<file path="src/sync_serial_pkg.sv">
// constants and carrier types for the synchronous serial port with chip select
// Contract
// - pin directions from master, transmit, receive enables
// - mode 0 normal roles, mode 1 slave swaps
// - unused serial pins released to port control
// - disabling receive keeps full, overrun, data
// - master drives clock; slave follows external clock
// - transmit write clears empty, moves byte
// - shifting starts when empty sets; empty irq
// - pending byte reloads with no gap
// - eighth bit with empty: done flag, irq
// - serial clock rests high after transmission
// - no transmission while overrun is set
// - master reception starts on dummy data read
// - eight bits stored, full flag, irq
// - reading receive data clears full flag
// - single-byte stop: eight clocks then halt
// - data read with receive on restarts burst
// - eighth edge while full: overrun, stop
// - combined mode starts on transmit write
// - combined stops at end or overrun
// - master clock divided by four to 512
// - bit order: one lsb first, zero msb
// - five gated sources merged into one request
package sync_serial_pkg;
    localparam logic [4:0] OFS_CTRL_HIGH = 5'h00;
    localparam logic [4:0] OFS_MODE_TWO  = 5'h04;
    localparam logic [4:0] OFS_ENABLE    = 5'h08;
    localparam logic [4:0] OFS_STATUS    = 5'h0C;
    localparam logic [4:0] OFS_TX_DATA   = 5'h10;
    localparam logic [4:0] OFS_RX_DATA   = 5'h14;

    localparam int CTL_MASTER  = 0;
    localparam int CTL_SSTOP   = 1;
    localparam int CTL_DIV_LSB = 2;
    localparam int CTL_DIV_MSB = 4;
    localparam int MOD_ORDER   = 0;
    localparam int MOD_SELECT  = 1;
    localparam int MOD_BIDIR   = 2;
    localparam int EN_TX       = 0;
    localparam int EN_RX       = 1;
    localparam int EN_TIE      = 2;
    localparam int EN_TX_DONE_IRQ_EN     = 3;
    localparam int EN_RIE      = 4;
    localparam int EN_CEIE     = 5;
    localparam int ST_TXE      = 0;
    localparam int ST_TX_DONE_FLAG     = 1;
    localparam int ST_RX_FULL_FLAG     = 2;
    localparam int ST_OVERRUN_FLAG     = 3;
    localparam int ST_CONF     = 4;

    localparam logic [7:0] HALF_BASE = 8'h02;
    localparam logic [2:0] LAST_BIT  = 3'h7;
    localparam logic       TXE_RST   = 1'b1;
    localparam logic       SCK_IDLE  = 1'b1;

    typedef enum logic [1:0] {
        ENG_IDLE  = 2'b00,
        ENG_SHIFT = 2'b01
    } eng_t;

    typedef struct packed {
        logic o;
        logic oe;
        logic to_port;
    } pin_drive_t;
endpackage : sync_serial_pkg
</file>
<file path="src/sync_serial_chip_select_core.sv">
// synchronous serial port core with avalon register slave
//
// Local design decisions: the address map and the Avalon-MM slave port.
`timescale 1ns/10ps
module sync_serial_chip_select_core (
    input  wire logic                        clk_sys,
    input  wire logic                        reset_n,
    input  wire logic                        clk_en,
    input  wire logic [4:0]                  avs_address,
    input  wire logic                        avs_read,
    input  wire logic                        avs_write,
    input  wire logic [31:0]                 avs_writedata,
    input  wire logic [3:0]                  avs_byteenable,
    output logic      [31:0]                 avs_readdata,
    output logic                             avs_waitrequest,
    input  wire logic                        data_in_pin_i,
    output sync_serial_pkg::pin_drive_t      data_in_pin,
    input  wire logic                        data_out_pin_i,
    output sync_serial_pkg::pin_drive_t      data_out_pin,
    input  wire logic                        serial_clock_pin_i,
    output sync_serial_pkg::pin_drive_t      serial_clock_pin,
    output logic                             irq
);

    typedef struct packed {
        logic                  ack;
        logic [31:0]           rdata;
        logic                  master_select;
        logic                  single_byte_stop;
        logic [2:0]            div_sel;
        logic                  bit_order_sel;
        logic                  mode_select;
        logic                  bidir_enable;
        logic                  tx_on;
        logic                  rx_on;
        logic                  tx_empty_irq_en;
        logic                  tx_done_irq_en;
        logic                  rx_irq_en;
        logic                  conflict_irq_en;
        logic                  tx_buffer_empty_flag;
        logic                  tx_done_flag;
        logic                  rx_full_flag;
        logic                  overrun_flag;
        logic                  conflict_flag;
        logic [7:0]            tx_data;
        logic [7:0]            rx_data;
        logic [7:0]            shift;
        logic [2:0]            cnt;
        sync_serial_pkg::eng_t fsm;
        logic [7:0]            div;
        logic                  sck;
        logic                  dout;
        logic                  rx_go;
        logic                  sck_s1;
        logic                  sck_s2;
        logic                  sck_s3;
        logic                  din_s1;
        logic                  din_s2;
        logic                  dio_s1;
        logic                  dio_s2;
        logic                  irq;
    } state_t;

    state_t     st_q;
    state_t     st_d;
    logic [1:0] rst_sync_q;
    logic       rst_n;

    // reset released through two flops; assert stays asynchronous
    always_ff @(posedge clk_sys or negedge reset_n) begin
        if (!reset_n) begin
            rst_sync_q <= 2'b00;
        end else begin
            rst_sync_q <= {rst_sync_q[0], 1'b1};
        end
    end

    assign rst_n = rst_sync_q[1];

    function automatic logic out_bit(input logic [7:0] sh, input logic lsb_first);
        out_bit = lsb_first ? sh[0] : sh[7];
    endfunction : out_bit

    // pin roles follow the mode, master and enable bits
    logic use_ssi_in;
    logic use_ssi_out;
    logic use_sso_in;
    logic use_sso_out;
    logic use_sck;
    logic slave_swap;
    logic in_on_sso;

    always_comb begin
        slave_swap  = st_q.mode_select & ~st_q.bidir_enable & ~st_q.master_select;
        in_on_sso   = st_q.mode_select & (st_q.bidir_enable | ~st_q.master_select);
        use_ssi_in  = st_q.rx_on & ~in_on_sso;
        use_sso_in  = st_q.rx_on & in_on_sso;
        use_ssi_out = st_q.tx_on & slave_swap;
        use_sso_out = st_q.tx_on & ~slave_swap;
        use_sck     = st_q.tx_on | st_q.rx_on;
    end

    always_comb begin
        data_in_pin.o            = st_q.dout;
        data_in_pin.oe           = use_ssi_out;
        data_in_pin.to_port      = ~(use_ssi_in | use_ssi_out);
        data_out_pin.o           = st_q.dout;
        data_out_pin.oe          = use_sso_out;
        data_out_pin.to_port     = ~(use_sso_in | use_sso_out);
        serial_clock_pin.o       = st_q.sck;
        serial_clock_pin.oe      = use_sck & st_q.master_select;
        serial_clock_pin.to_port = ~use_sck;
    end

    // a frozen cycle must not complete a transfer the state never took
    assign avs_waitrequest = (avs_read | avs_write) & ~(st_q.ack & clk_en);
    assign avs_readdata    = st_q.rdata;
    assign irq             = st_q.irq;

    always_comb begin
        logic [31:0] rd_mux;
        logic [7:0]  half_m1;
        logic [7:0]  nxt_sh;
        logic        rise;
        logic        fall;
        logic        bit_in;
        logic        ovr;
        logic        wr_en;
        logic        rd_en;

        rd_mux  = 32'h0000_0000;
        half_m1 = 8'((sync_serial_pkg::HALF_BASE << st_q.div_sel) - 8'h01);
        nxt_sh  = 8'h00;
        rise    = 1'b0;
        fall    = 1'b0;
        bit_in  = in_on_sso ? st_q.dio_s2 : st_q.din_s2;
        ovr     = 1'b0;
        wr_en   = st_q.ack & avs_write & avs_byteenable[0];
        rd_en   = st_q.ack & avs_read;

        st_d        = st_q;
        st_d.ack    = 1'b0;
        st_d.sck_s1 = serial_clock_pin_i;
        st_d.sck_s2 = st_q.sck_s1;
        st_d.sck_s3 = st_q.sck_s2;
        st_d.din_s1 = data_in_pin_i;
        st_d.din_s2 = st_q.din_s1;
        st_d.dio_s1 = data_out_pin_i;
        st_d.dio_s2 = st_q.dio_s1;

        case (avs_address)
            sync_serial_pkg::OFS_CTRL_HIGH: begin
                rd_mux[sync_serial_pkg::CTL_MASTER] = st_q.master_select;
                rd_mux[sync_serial_pkg::CTL_SSTOP]  = st_q.single_byte_stop;
                rd_mux[sync_serial_pkg::CTL_DIV_MSB:sync_serial_pkg::CTL_DIV_LSB] = st_q.div_sel;
            end
            sync_serial_pkg::OFS_MODE_TWO: begin
                rd_mux[sync_serial_pkg::MOD_ORDER]  = st_q.bit_order_sel;
                rd_mux[sync_serial_pkg::MOD_SELECT] = st_q.mode_select;
                rd_mux[sync_serial_pkg::MOD_BIDIR]  = st_q.bidir_enable;
            end
            sync_serial_pkg::OFS_ENABLE: begin
                rd_mux[sync_serial_pkg::EN_TX]   = st_q.tx_on;
                rd_mux[sync_serial_pkg::EN_RX]   = st_q.rx_on;
                rd_mux[sync_serial_pkg::EN_TIE]  = st_q.tx_empty_irq_en;
                rd_mux[sync_serial_pkg::EN_TX_DONE_IRQ_EN] = st_q.tx_done_irq_en;
                rd_mux[sync_serial_pkg::EN_RIE]  = st_q.rx_irq_en;
                rd_mux[sync_serial_pkg::EN_CEIE] = st_q.conflict_irq_en;
            end
            sync_serial_pkg::OFS_STATUS: begin
                rd_mux[sync_serial_pkg::ST_TXE]  = st_q.tx_buffer_empty_flag;
                rd_mux[sync_serial_pkg::ST_TX_DONE_FLAG] = st_q.tx_done_flag;
                rd_mux[sync_serial_pkg::ST_RX_FULL_FLAG] = st_q.rx_full_flag;
                rd_mux[sync_serial_pkg::ST_OVERRUN_FLAG] = st_q.overrun_flag;
                rd_mux[sync_serial_pkg::ST_CONF] = st_q.conflict_flag;
            end
            sync_serial_pkg::OFS_TX_DATA: begin
                rd_mux[7:0] = st_q.tx_data;
            end
            sync_serial_pkg::OFS_RX_DATA: begin
                rd_mux[7:0] = st_q.rx_data;
            end
            default: begin
                rd_mux = 32'h0000_0000;
            end
        endcase

        // one wait cycle; read data captured while waitrequest is high
        if ((avs_read | avs_write) & ~st_q.ack) begin
            st_d.ack = 1'b1;
            if (avs_read) begin
                st_d.rdata = rd_mux;
            end
        end

        // register writes; status bits other than the empty flag clear on a written zero
        if (wr_en) begin
            case (avs_address)
                sync_serial_pkg::OFS_CTRL_HIGH: begin
                    st_d.master_select    = avs_writedata[sync_serial_pkg::CTL_MASTER];
                    st_d.single_byte_stop = avs_writedata[sync_serial_pkg::CTL_SSTOP];
                    st_d.div_sel = avs_writedata[sync_serial_pkg::CTL_DIV_MSB:
                                                 sync_serial_pkg::CTL_DIV_LSB];
                end
                sync_serial_pkg::OFS_MODE_TWO: begin
                    st_d.bit_order_sel = avs_writedata[sync_serial_pkg::MOD_ORDER];
                    st_d.mode_select   = avs_writedata[sync_serial_pkg::MOD_SELECT];
                    st_d.bidir_enable  = avs_writedata[sync_serial_pkg::MOD_BIDIR];
                end
                sync_serial_pkg::OFS_ENABLE: begin
                    // flags and receive data are untouched here
                    st_d.tx_on           = avs_writedata[sync_serial_pkg::EN_TX];
                    st_d.rx_on           = avs_writedata[sync_serial_pkg::EN_RX];
                    st_d.tx_empty_irq_en = avs_writedata[sync_serial_pkg::EN_TIE];
                    st_d.tx_done_irq_en  = avs_writedata[sync_serial_pkg::EN_TX_DONE_IRQ_EN];
                    st_d.rx_irq_en       = avs_writedata[sync_serial_pkg::EN_RIE];
                    st_d.conflict_irq_en = avs_writedata[sync_serial_pkg::EN_CEIE];
                end
                sync_serial_pkg::OFS_STATUS: begin
                    st_d.tx_done_flag  = st_q.tx_done_flag &
                                         avs_writedata[sync_serial_pkg::ST_TX_DONE_FLAG];
                    st_d.rx_full_flag  = st_q.rx_full_flag &
                                         avs_writedata[sync_serial_pkg::ST_RX_FULL_FLAG];
                    st_d.overrun_flag  = st_q.overrun_flag &
                                         avs_writedata[sync_serial_pkg::ST_OVERRUN_FLAG];
                    st_d.conflict_flag = st_q.conflict_flag &
                                         avs_writedata[sync_serial_pkg::ST_CONF];
                end
                default: begin
                    st_d.ack = 1'b0;
                end
            endcase
        end

        if (rd_en && avs_address == sync_serial_pkg::OFS_RX_DATA) begin
            st_d.rx_full_flag = 1'b0;
            if (st_q.rx_on) begin
                st_d.rx_go = 1'b1;
            end
        end

        // bit clock events: own divider as master, synced pin as slave
        if (st_q.fsm == sync_serial_pkg::ENG_SHIFT) begin
            if (st_q.master_select) begin
                if (st_q.div == 8'h00) begin
                    st_d.div = half_m1;
                    st_d.sck = ~st_q.sck;
                    rise     = ~st_q.sck;
                    fall     = st_q.sck;
                end else begin
                    st_d.div = st_q.div - 8'h01;
                end
            end else begin
                rise = st_q.sck_s2 & ~st_q.sck_s3;
                fall = ~st_q.sck_s2 & st_q.sck_s3;
            end
        end

        nxt_sh = st_q.bit_order_sel ? {bit_in, st_q.shift[7:1]}
                                    : {st_q.shift[6:0], bit_in};

        case (st_q.fsm)
            sync_serial_pkg::ENG_IDLE: begin
                st_d.sck = sync_serial_pkg::SCK_IDLE;
                st_d.cnt = 3'h0;
                st_d.div = half_m1;
                if (!st_q.overrun_flag) begin
                    if (st_q.tx_on && !st_q.tx_buffer_empty_flag) begin
                        // also starts combined shifting
                        st_d.shift                = st_q.tx_data;
                        st_d.dout                 = out_bit(st_q.tx_data, st_q.bit_order_sel);
                        st_d.tx_buffer_empty_flag = 1'b1;
                        st_d.fsm                  = sync_serial_pkg::ENG_SHIFT;
                    end else if (!st_q.tx_on && st_q.rx_on) begin
                        if (!st_q.master_select || st_q.rx_go) begin
                            st_d.rx_go = 1'b0;
                            st_d.fsm   = sync_serial_pkg::ENG_SHIFT;
                        end
                    end
                end
            end
            sync_serial_pkg::ENG_SHIFT: begin
                if (!(st_q.tx_on || st_q.rx_on)) begin
                    // disabled mid-frame: drop the frame, clock back high
                    st_d.fsm = sync_serial_pkg::ENG_IDLE;
                    st_d.sck = sync_serial_pkg::SCK_IDLE;
                end else if (fall) begin
                    st_d.dout = out_bit(st_q.shift, st_q.bit_order_sel);
                end else if (rise) begin
                    st_d.shift = nxt_sh;
                    st_d.cnt   = st_q.cnt + 3'h1;
                    if (st_q.cnt == sync_serial_pkg::LAST_BIT) begin
                        ovr = st_q.rx_on & st_q.rx_full_flag;
                        if (st_q.rx_on) begin
                            if (st_q.rx_full_flag) begin
                                st_d.overrun_flag = 1'b1;
                            end else begin
                                st_d.rx_data      = nxt_sh;
                                st_d.rx_full_flag = 1'b1;
                            end
                        end
                        if (st_q.tx_on) begin
                            if (!st_q.tx_buffer_empty_flag && !ovr) begin
                                st_d.shift                = st_q.tx_data;
                                st_d.tx_buffer_empty_flag = 1'b1;
                            end else begin
                                st_d.tx_done_flag = st_q.tx_buffer_empty_flag;
                                st_d.fsm          = sync_serial_pkg::ENG_IDLE;
                            end
                        end else if (ovr || (st_q.master_select && st_q.single_byte_stop)) begin
                            st_d.fsm = sync_serial_pkg::ENG_IDLE;
                        end
                    end
                end
            end
            default: begin
                st_d.fsm = sync_serial_pkg::ENG_IDLE;
            end
        endcase

        // a late write wins over the reload of the same cycle
        if (wr_en && avs_address == sync_serial_pkg::OFS_TX_DATA) begin
            st_d.tx_data = avs_writedata[7:0];
            if (st_q.tx_on) begin
                st_d.tx_buffer_empty_flag = 1'b0;
                st_d.tx_done_flag         = 1'b0;
            end
        end

        // one request from five gated sources
        st_d.irq = (st_q.tx_empty_irq_en & st_q.tx_buffer_empty_flag) |
                   (st_q.tx_done_irq_en & st_q.tx_done_flag) |
                   (st_q.rx_irq_en & st_q.rx_full_flag) |
                   (st_q.rx_irq_en & st_q.overrun_flag) |
                   (st_q.conflict_irq_en & st_q.conflict_flag);
    end

    always_ff @(posedge clk_sys or negedge rst_n) begin
        if (!rst_n) begin
            st_q                      <= '0;
            st_q.tx_buffer_empty_flag <= sync_serial_pkg::TXE_RST;
            st_q.sck                  <= sync_serial_pkg::SCK_IDLE;
            st_q.sck_s1               <= sync_serial_pkg::SCK_IDLE;
            st_q.sck_s2               <= sync_serial_pkg::SCK_IDLE;
            st_q.sck_s3               <= sync_serial_pkg::SCK_IDLE;
            st_q.fsm                  <= sync_serial_pkg::ENG_IDLE;
        end else if (clk_en) begin
            st_q <= st_d;
        end
    end

endmodule : sync_serial_chip_select_core

</file>
<file path="config.mk">
export PLATFORM = sky130hd
export DESIGN_NAME = sync_serial_chip_select_core
export DESIGN_NICKNAME = d
export VERILOG_FILES = /design/src/sync_serial_pkg.sv /design/src/sync_serial_chip_select_core.sv
export SDC_FILE = /design/constraint.sdc
export NUM_CORES = 1
export LEC_CHECK = 0
export BUFFER_PORTS_ARGS = -buffer_cell sky130_fd_sc_hd__buf_2
export CORE_ASPECT_RATIO = 0.75
export CORE_MARGIN = 3
export CORE_UTILIZATION = 45
export CTS_CLUSTER_SIZE = 10
export DETAILED_ROUTE_END_ITERATION = 10
export GPL_TIMING_DRIVEN = 0
export PLACE_DENSITY = 0.67
export SLEW_MARGIN = 30
export SYNTH_ARGS = -nofsm -noshare
export SYNTH_HDL_FRONTEND = slang
export SYNTH_SLANG_ARGS = --single-unit
</file>
<file path="constraint.sdc">
create_clock -name clk_sys -period 2.75 [get_ports clk_sys]
set_input_delay 0.4125 -clock clk_sys [delete_from_list [all_inputs] [get_ports clk_sys]]
set_output_delay 0.4125 -clock clk_sys [all_outputs]
set_load 0.05 [all_outputs]
</file>
Yosys cells after proc, flatten, opt, wreduce, memory -nomap -nowiden
Cells that the tools add are included.
Operators by class
  reductions and logical operators: 31
  add/subtract/negate cells: 3
  bitwise operators: 49
  shift-type cells: 1
  eq/ne operators: 20
  muxes and demuxes: 73
Operators by type and width (number)
  $mux W8: 9
  $mux W33: 1
  $mux W1: 29
  $mux W2: 14
  $and A1 B1 Y1: 26
  $mux W13: 2
  $mux W4: 6
  $pmux W11 S2: 1
  $mux W9: 2
  $pmux W3 S6: 1
  $reduce_and A3 Y1: 6
  $sub A8 B1 Y8 const B: 2
  $not A1 Y1: 14
  $ne A3 B3 Y1 const B: 4
  $pmux W2 S2: 3
  $mux W11: 1
  $eq A5 B4 Y1 const B: 2
  $eq A5 B5 Y1 const B: 2
  $pmux W2 S5: 1
  $or A1 B1 Y1: 9
  $reduce_and A9 Y1: 1
  $logic_not A8 Y1: 1
  $reduce_and A8 Y1: 1
  $shl A2 B3 Y8 const A: 1
  other kinds (23): 38
Word-level totals
  input port bits: 49
  register bits: 78
  word-level logic and storage cells: 214

Logic depth before layout (Yosys ltp)
  word-level depth: 13
  depth in mapped cells: 11
  mapped depth without buffers: 9

Worst setup path after synthesis
OpenSTA, ideal clock, no wires.
  path kind: reg2reg
  start: register st_q[11] (netlist bit)
  end: register st_q[25] (netlist bit)
  required time: 2622 ps
  data arrival time: 2539 ps
  stages on the path, launching flop included: 12
  slack: 83 ps
  path buffers: 2
  setup time: 128 ps
  cell sequence: dfrtp_1 > inv_1 > ha_1 > or3b_1 > clkbuf_1 > nor2_1 > ha_1 > and3b_1 > o211a_1 > or2_0 > buf_2 > mux2_1
On the way
  longest elaborated chain between the ends: 6
RTL lines
  start, declared: line sync_serial_chip_select_core.sv:64  | state_t st_q;
  start signal, assigned: line sync_serial_chip_select_core.sv:348  | st_q <= st_d;
  $logic_not A8 Y1 (*): line sync_serial_chip_select_core.sv:245  | if (st_q.div == 8'h00) begin
  $mux W1: line sync_serial_chip_select_core.sv:245
  $mux W1: line sync_serial_chip_select_core.sv:244  | if (st_q.master_select) begin
  $mux W1: line sync_serial_chip_select_core.sv:243  | if (st_q.fsm == sync_serial_pkg::ENG_SHIFT) begin
  $ne A2 B2 Y1 (no line) / $ne A2 B1 Y1 (equally long branches)
  $reduce_and A7 Y1 (no line) (*)
Mark *: on every way between the ends. The rest lies on a longest branch, timed or not.
A chain may end at the register's enable or synchronous reset.

Worst setup path after layout
  start: register st_q[12] (netlist bit)
  end: register st_q[26] (netlist bit)
The elaborated chain is that of the path after synthesis.

==> flow_summary.toml <==
[global_route]
grt.total_usage = 0.210
grt_pass1_vias = 3468
grt_max_degree = 46
antenna_found_initial = 0
gr-total-overflow = 0
grt_pass1_wl_um = 18300

[final_layout]
finish.instance_area_um2 = 5350
area_growth_pct = 18.1
nets = 564
drive_above_1_share = 0.353
antenna_cells = 0
final.fill_count = 870

[floorplan]
rows = 31
core_um2 = 9740
die_y_um = 92.9
ios = 92
die_w_um = 122
die_area_um2 = 11300
start_util = 0.466

[yosys]
syn_area_um2 = 4530
yosys-top-cells-count = "72 x dfrtp_1, 43 x mux2_2, 37 x buf_4"
ys_warn_count = 0
ys_ff_latch = 77
muxShareOfSynthArea = 0.165
synth.largest_area_cell = "dfrtp_1"
synth_edf_count = 0
synth-compound-area-share = 0.163
async_flop_share = 1.00
synth_cell_types = 71
synthSimpleGateAreaFrac = 0.116
ys.flop_type = "dfrtp_1"
synth.top_cell.area_share = 0.397
ys_seq_area_frac = 0.426
yosys.cell_count.top_type = "dfrtp_1"
synth_area_leaders = "dfrtp_1 40%, mux2_2 11%, buf_4 6.1%"
syn_inst = 431
synthXorXnorAreaFrac = 0.00579
synth_top_family_by_area = "multiplexers"
synthAdderAreaFrac = 0.0193
syn_area_per_cell_um2 = 10.5

[run_status]
status = "completed"

[power]
p_seq_frac = 0.380
peakVddDrop_mv = 0.711
switching_share = 0.361
switching_power_w = 0.00139
p_clk_frac = 0.288
finalPower_w = 0.00386
combPwrFrac = 0.331
leakagePower_nw = 2.59
intPower_w = 0.00246
powerDensity_nw_per_um2 = 720

[drt]
firstDrtPassIters = 5
drc_errors = 0
vias = 3577
routed_wl_um = 11400
ant_nets = 0
drtIter0Drc = 283
via_per_inst = 5.55
wl_per_cell_um = 17.6

[sta]
fin_skew_ps = 5.26
fin_crit_ps = 2700
finalHoldViolations = 0
period_share = 0.981
timing.fmax_ghz = 0.371
maxSlewViolCount = 0
setup_viol = 0
slew_headroom = 0.537
worst_pin_slew_ps = 693

[clock_network]
cts-buffers-inserted = 9
clk_pin_slew_ps = 60
h-tree-depth = 3
cts_sinks = 77
ctsRootBufferMaster = "clkbuf_16"
clk_latency_ps = 340
clockBufferDepth = 2
cts_tree = "yes"

[critical_path]
start_kind = "flop"
crit_path_max_fanout = 8
required_ps = 2970
critPathArrivalTime_ps = 2920
critPathKind = "reg -> reg"
end_kind = "flop"

[place]
port-buffer-count = 40
dpl.hpwl_um = 8400
gp_congestion = 0.894
placed_area_um2 = 5020

[worst_hold_path]
hp-class = "reg -> async"

[flow_run]
drv_cap = 0
## power by group through the flow
| stage | Clock (W) | Sequential (W) | Combinational [W] |
|---|---|---|---|
| CTS | 0.00114 | 0.00146 | 0.00126 |
| floorplan | 0 | 0.00144 | 0.000962 |
| detailed placement | 0 | 0.00148 | 0.00121 |
| global placement | 0 | 0.00148 | 0.00117 |
| global route | 0.00120 | 0.00149 | 0.00139 |
| finish | 0.00111 | 0.00147 | 0.00128 |
## path summary, 6_finish.rpt
check	slack (ps)	end	cells after the start	from
hold / removal	280	st_q[13]$_DFFE_PN0P_	0	rst_sync_q[1]$_DFF_PN0_
setup / recovery	50	st_q[26]$_DFFE_PN0P_	10	st_q[12]$_DFFE_PN0P_
setup reg to reg	50	st_q[26]$_DFFE_PN0P_	10	st_q[12]$_DFFE_PN0P_
hold reg to reg	280	st_q[13]$_DFFE_PN0P_	0	rst_sync_q[1]$_DFF_PN0_
min in group clk_sys	310	st_d[6]$_DFFE_PN1P_	2	serial_clock_pin_i
max in group asynchronous	1840	st_q[52]$_DFFE_PN1P_	1	rst_sync_q[1]$_DFF_PN0_
## state kept, by name, summed over array words and instances, names as in the netlist
name / count
irq: 1
rst_sync_q: 2
serial_clock_pin: 1
data_in_pin: 1
st_d: 4
st_q: 60
avs_readdata: 8
## cells in the final DEF, fill, tap and decap left out, types with 6 or more instances in the layout
master / netlist / final
a21oi_1: 8 / 8
a31oi_1: 9 / 9
and3_1: 9 / 9
buf_2: 6 / 45
buf_4: 37 / 39
clkbuf_1: 15 / 16
clkbuf_16: 0 / 9
conb_1: 2 / 25
dfrtp_1: 72 / 69
inv_1: 19 / 17
mux2_2: 43 / 43
mux2_4: 6 / 6
nand2_1: 25 / 25
nor2_1: 20 / 19
nor3_1: 6 / 6
o21ai_0: 24 / 24
## area by class of cell
class	instances	area (um^2)	area share
clock buffer	13	260	0.0486
timing repair buffer	44	253	0.0472
tap	132	165	0.0308
clock inverter	3	20.0	0.00374
sequential	77	1940	0.362
inverter	20	75.1	0.0140
multi-input combinational	295	2240	0.419
buffer	61	397	0.0741
## critical path, stage by stage (launching register included)
cell,delay (ps)
dfrtp_2,440
inv_2,70
ha_2,180
or3b_4,400
nor2_4,140
ha_4,140
and3b_2,220
o211a_1,270
or2_1,250
buf_6,140
mux2_1,310
## what timing repair did
item                                    CTS  global route
pin swaps                                 1             3
hold endpoints to repair                  2             0
gates cloned                              0             0
endpoints found under the setup margin   18             7
hold buffers                              1             0
buffers inserted                          2             0
gates resized for setup                   5             9
## metrics by stage
stage          TNS [ps]  instances  hold WS (ps)  setup slack (ps)   util
2_1_floorplan         0        454           117              83.4      -
3_3_place_gp     -34190        626           198              -470  0.512
3_5_place_dp      -2830        627           202              -281  0.515
4_1_cts               0        645           299              4.42  0.548
5_1_grt           -16.6        645           308             -9.45  0.550
6_report              0        645           278              51.0  0.550
## layer usage
metal  global-route usage  share of wire
met5                    0              0
met2                0.299           0.42
met1                0.310           0.48
met3               0.0678          0.088
met4               0.0494          0.011
## kinds of logic after synthesis
group / Yosys count
buffers and inverters: 82
other: 2
AO/OA/AOI/OAI: 101
AND/OR/NAND/NOR: 97
adder cells (fa/ha/maj): 7
XOR/XNOR: 3
flip-flops: 77
multiplexers: 62
Note: power is estimated with default switching activity, not from simulation.
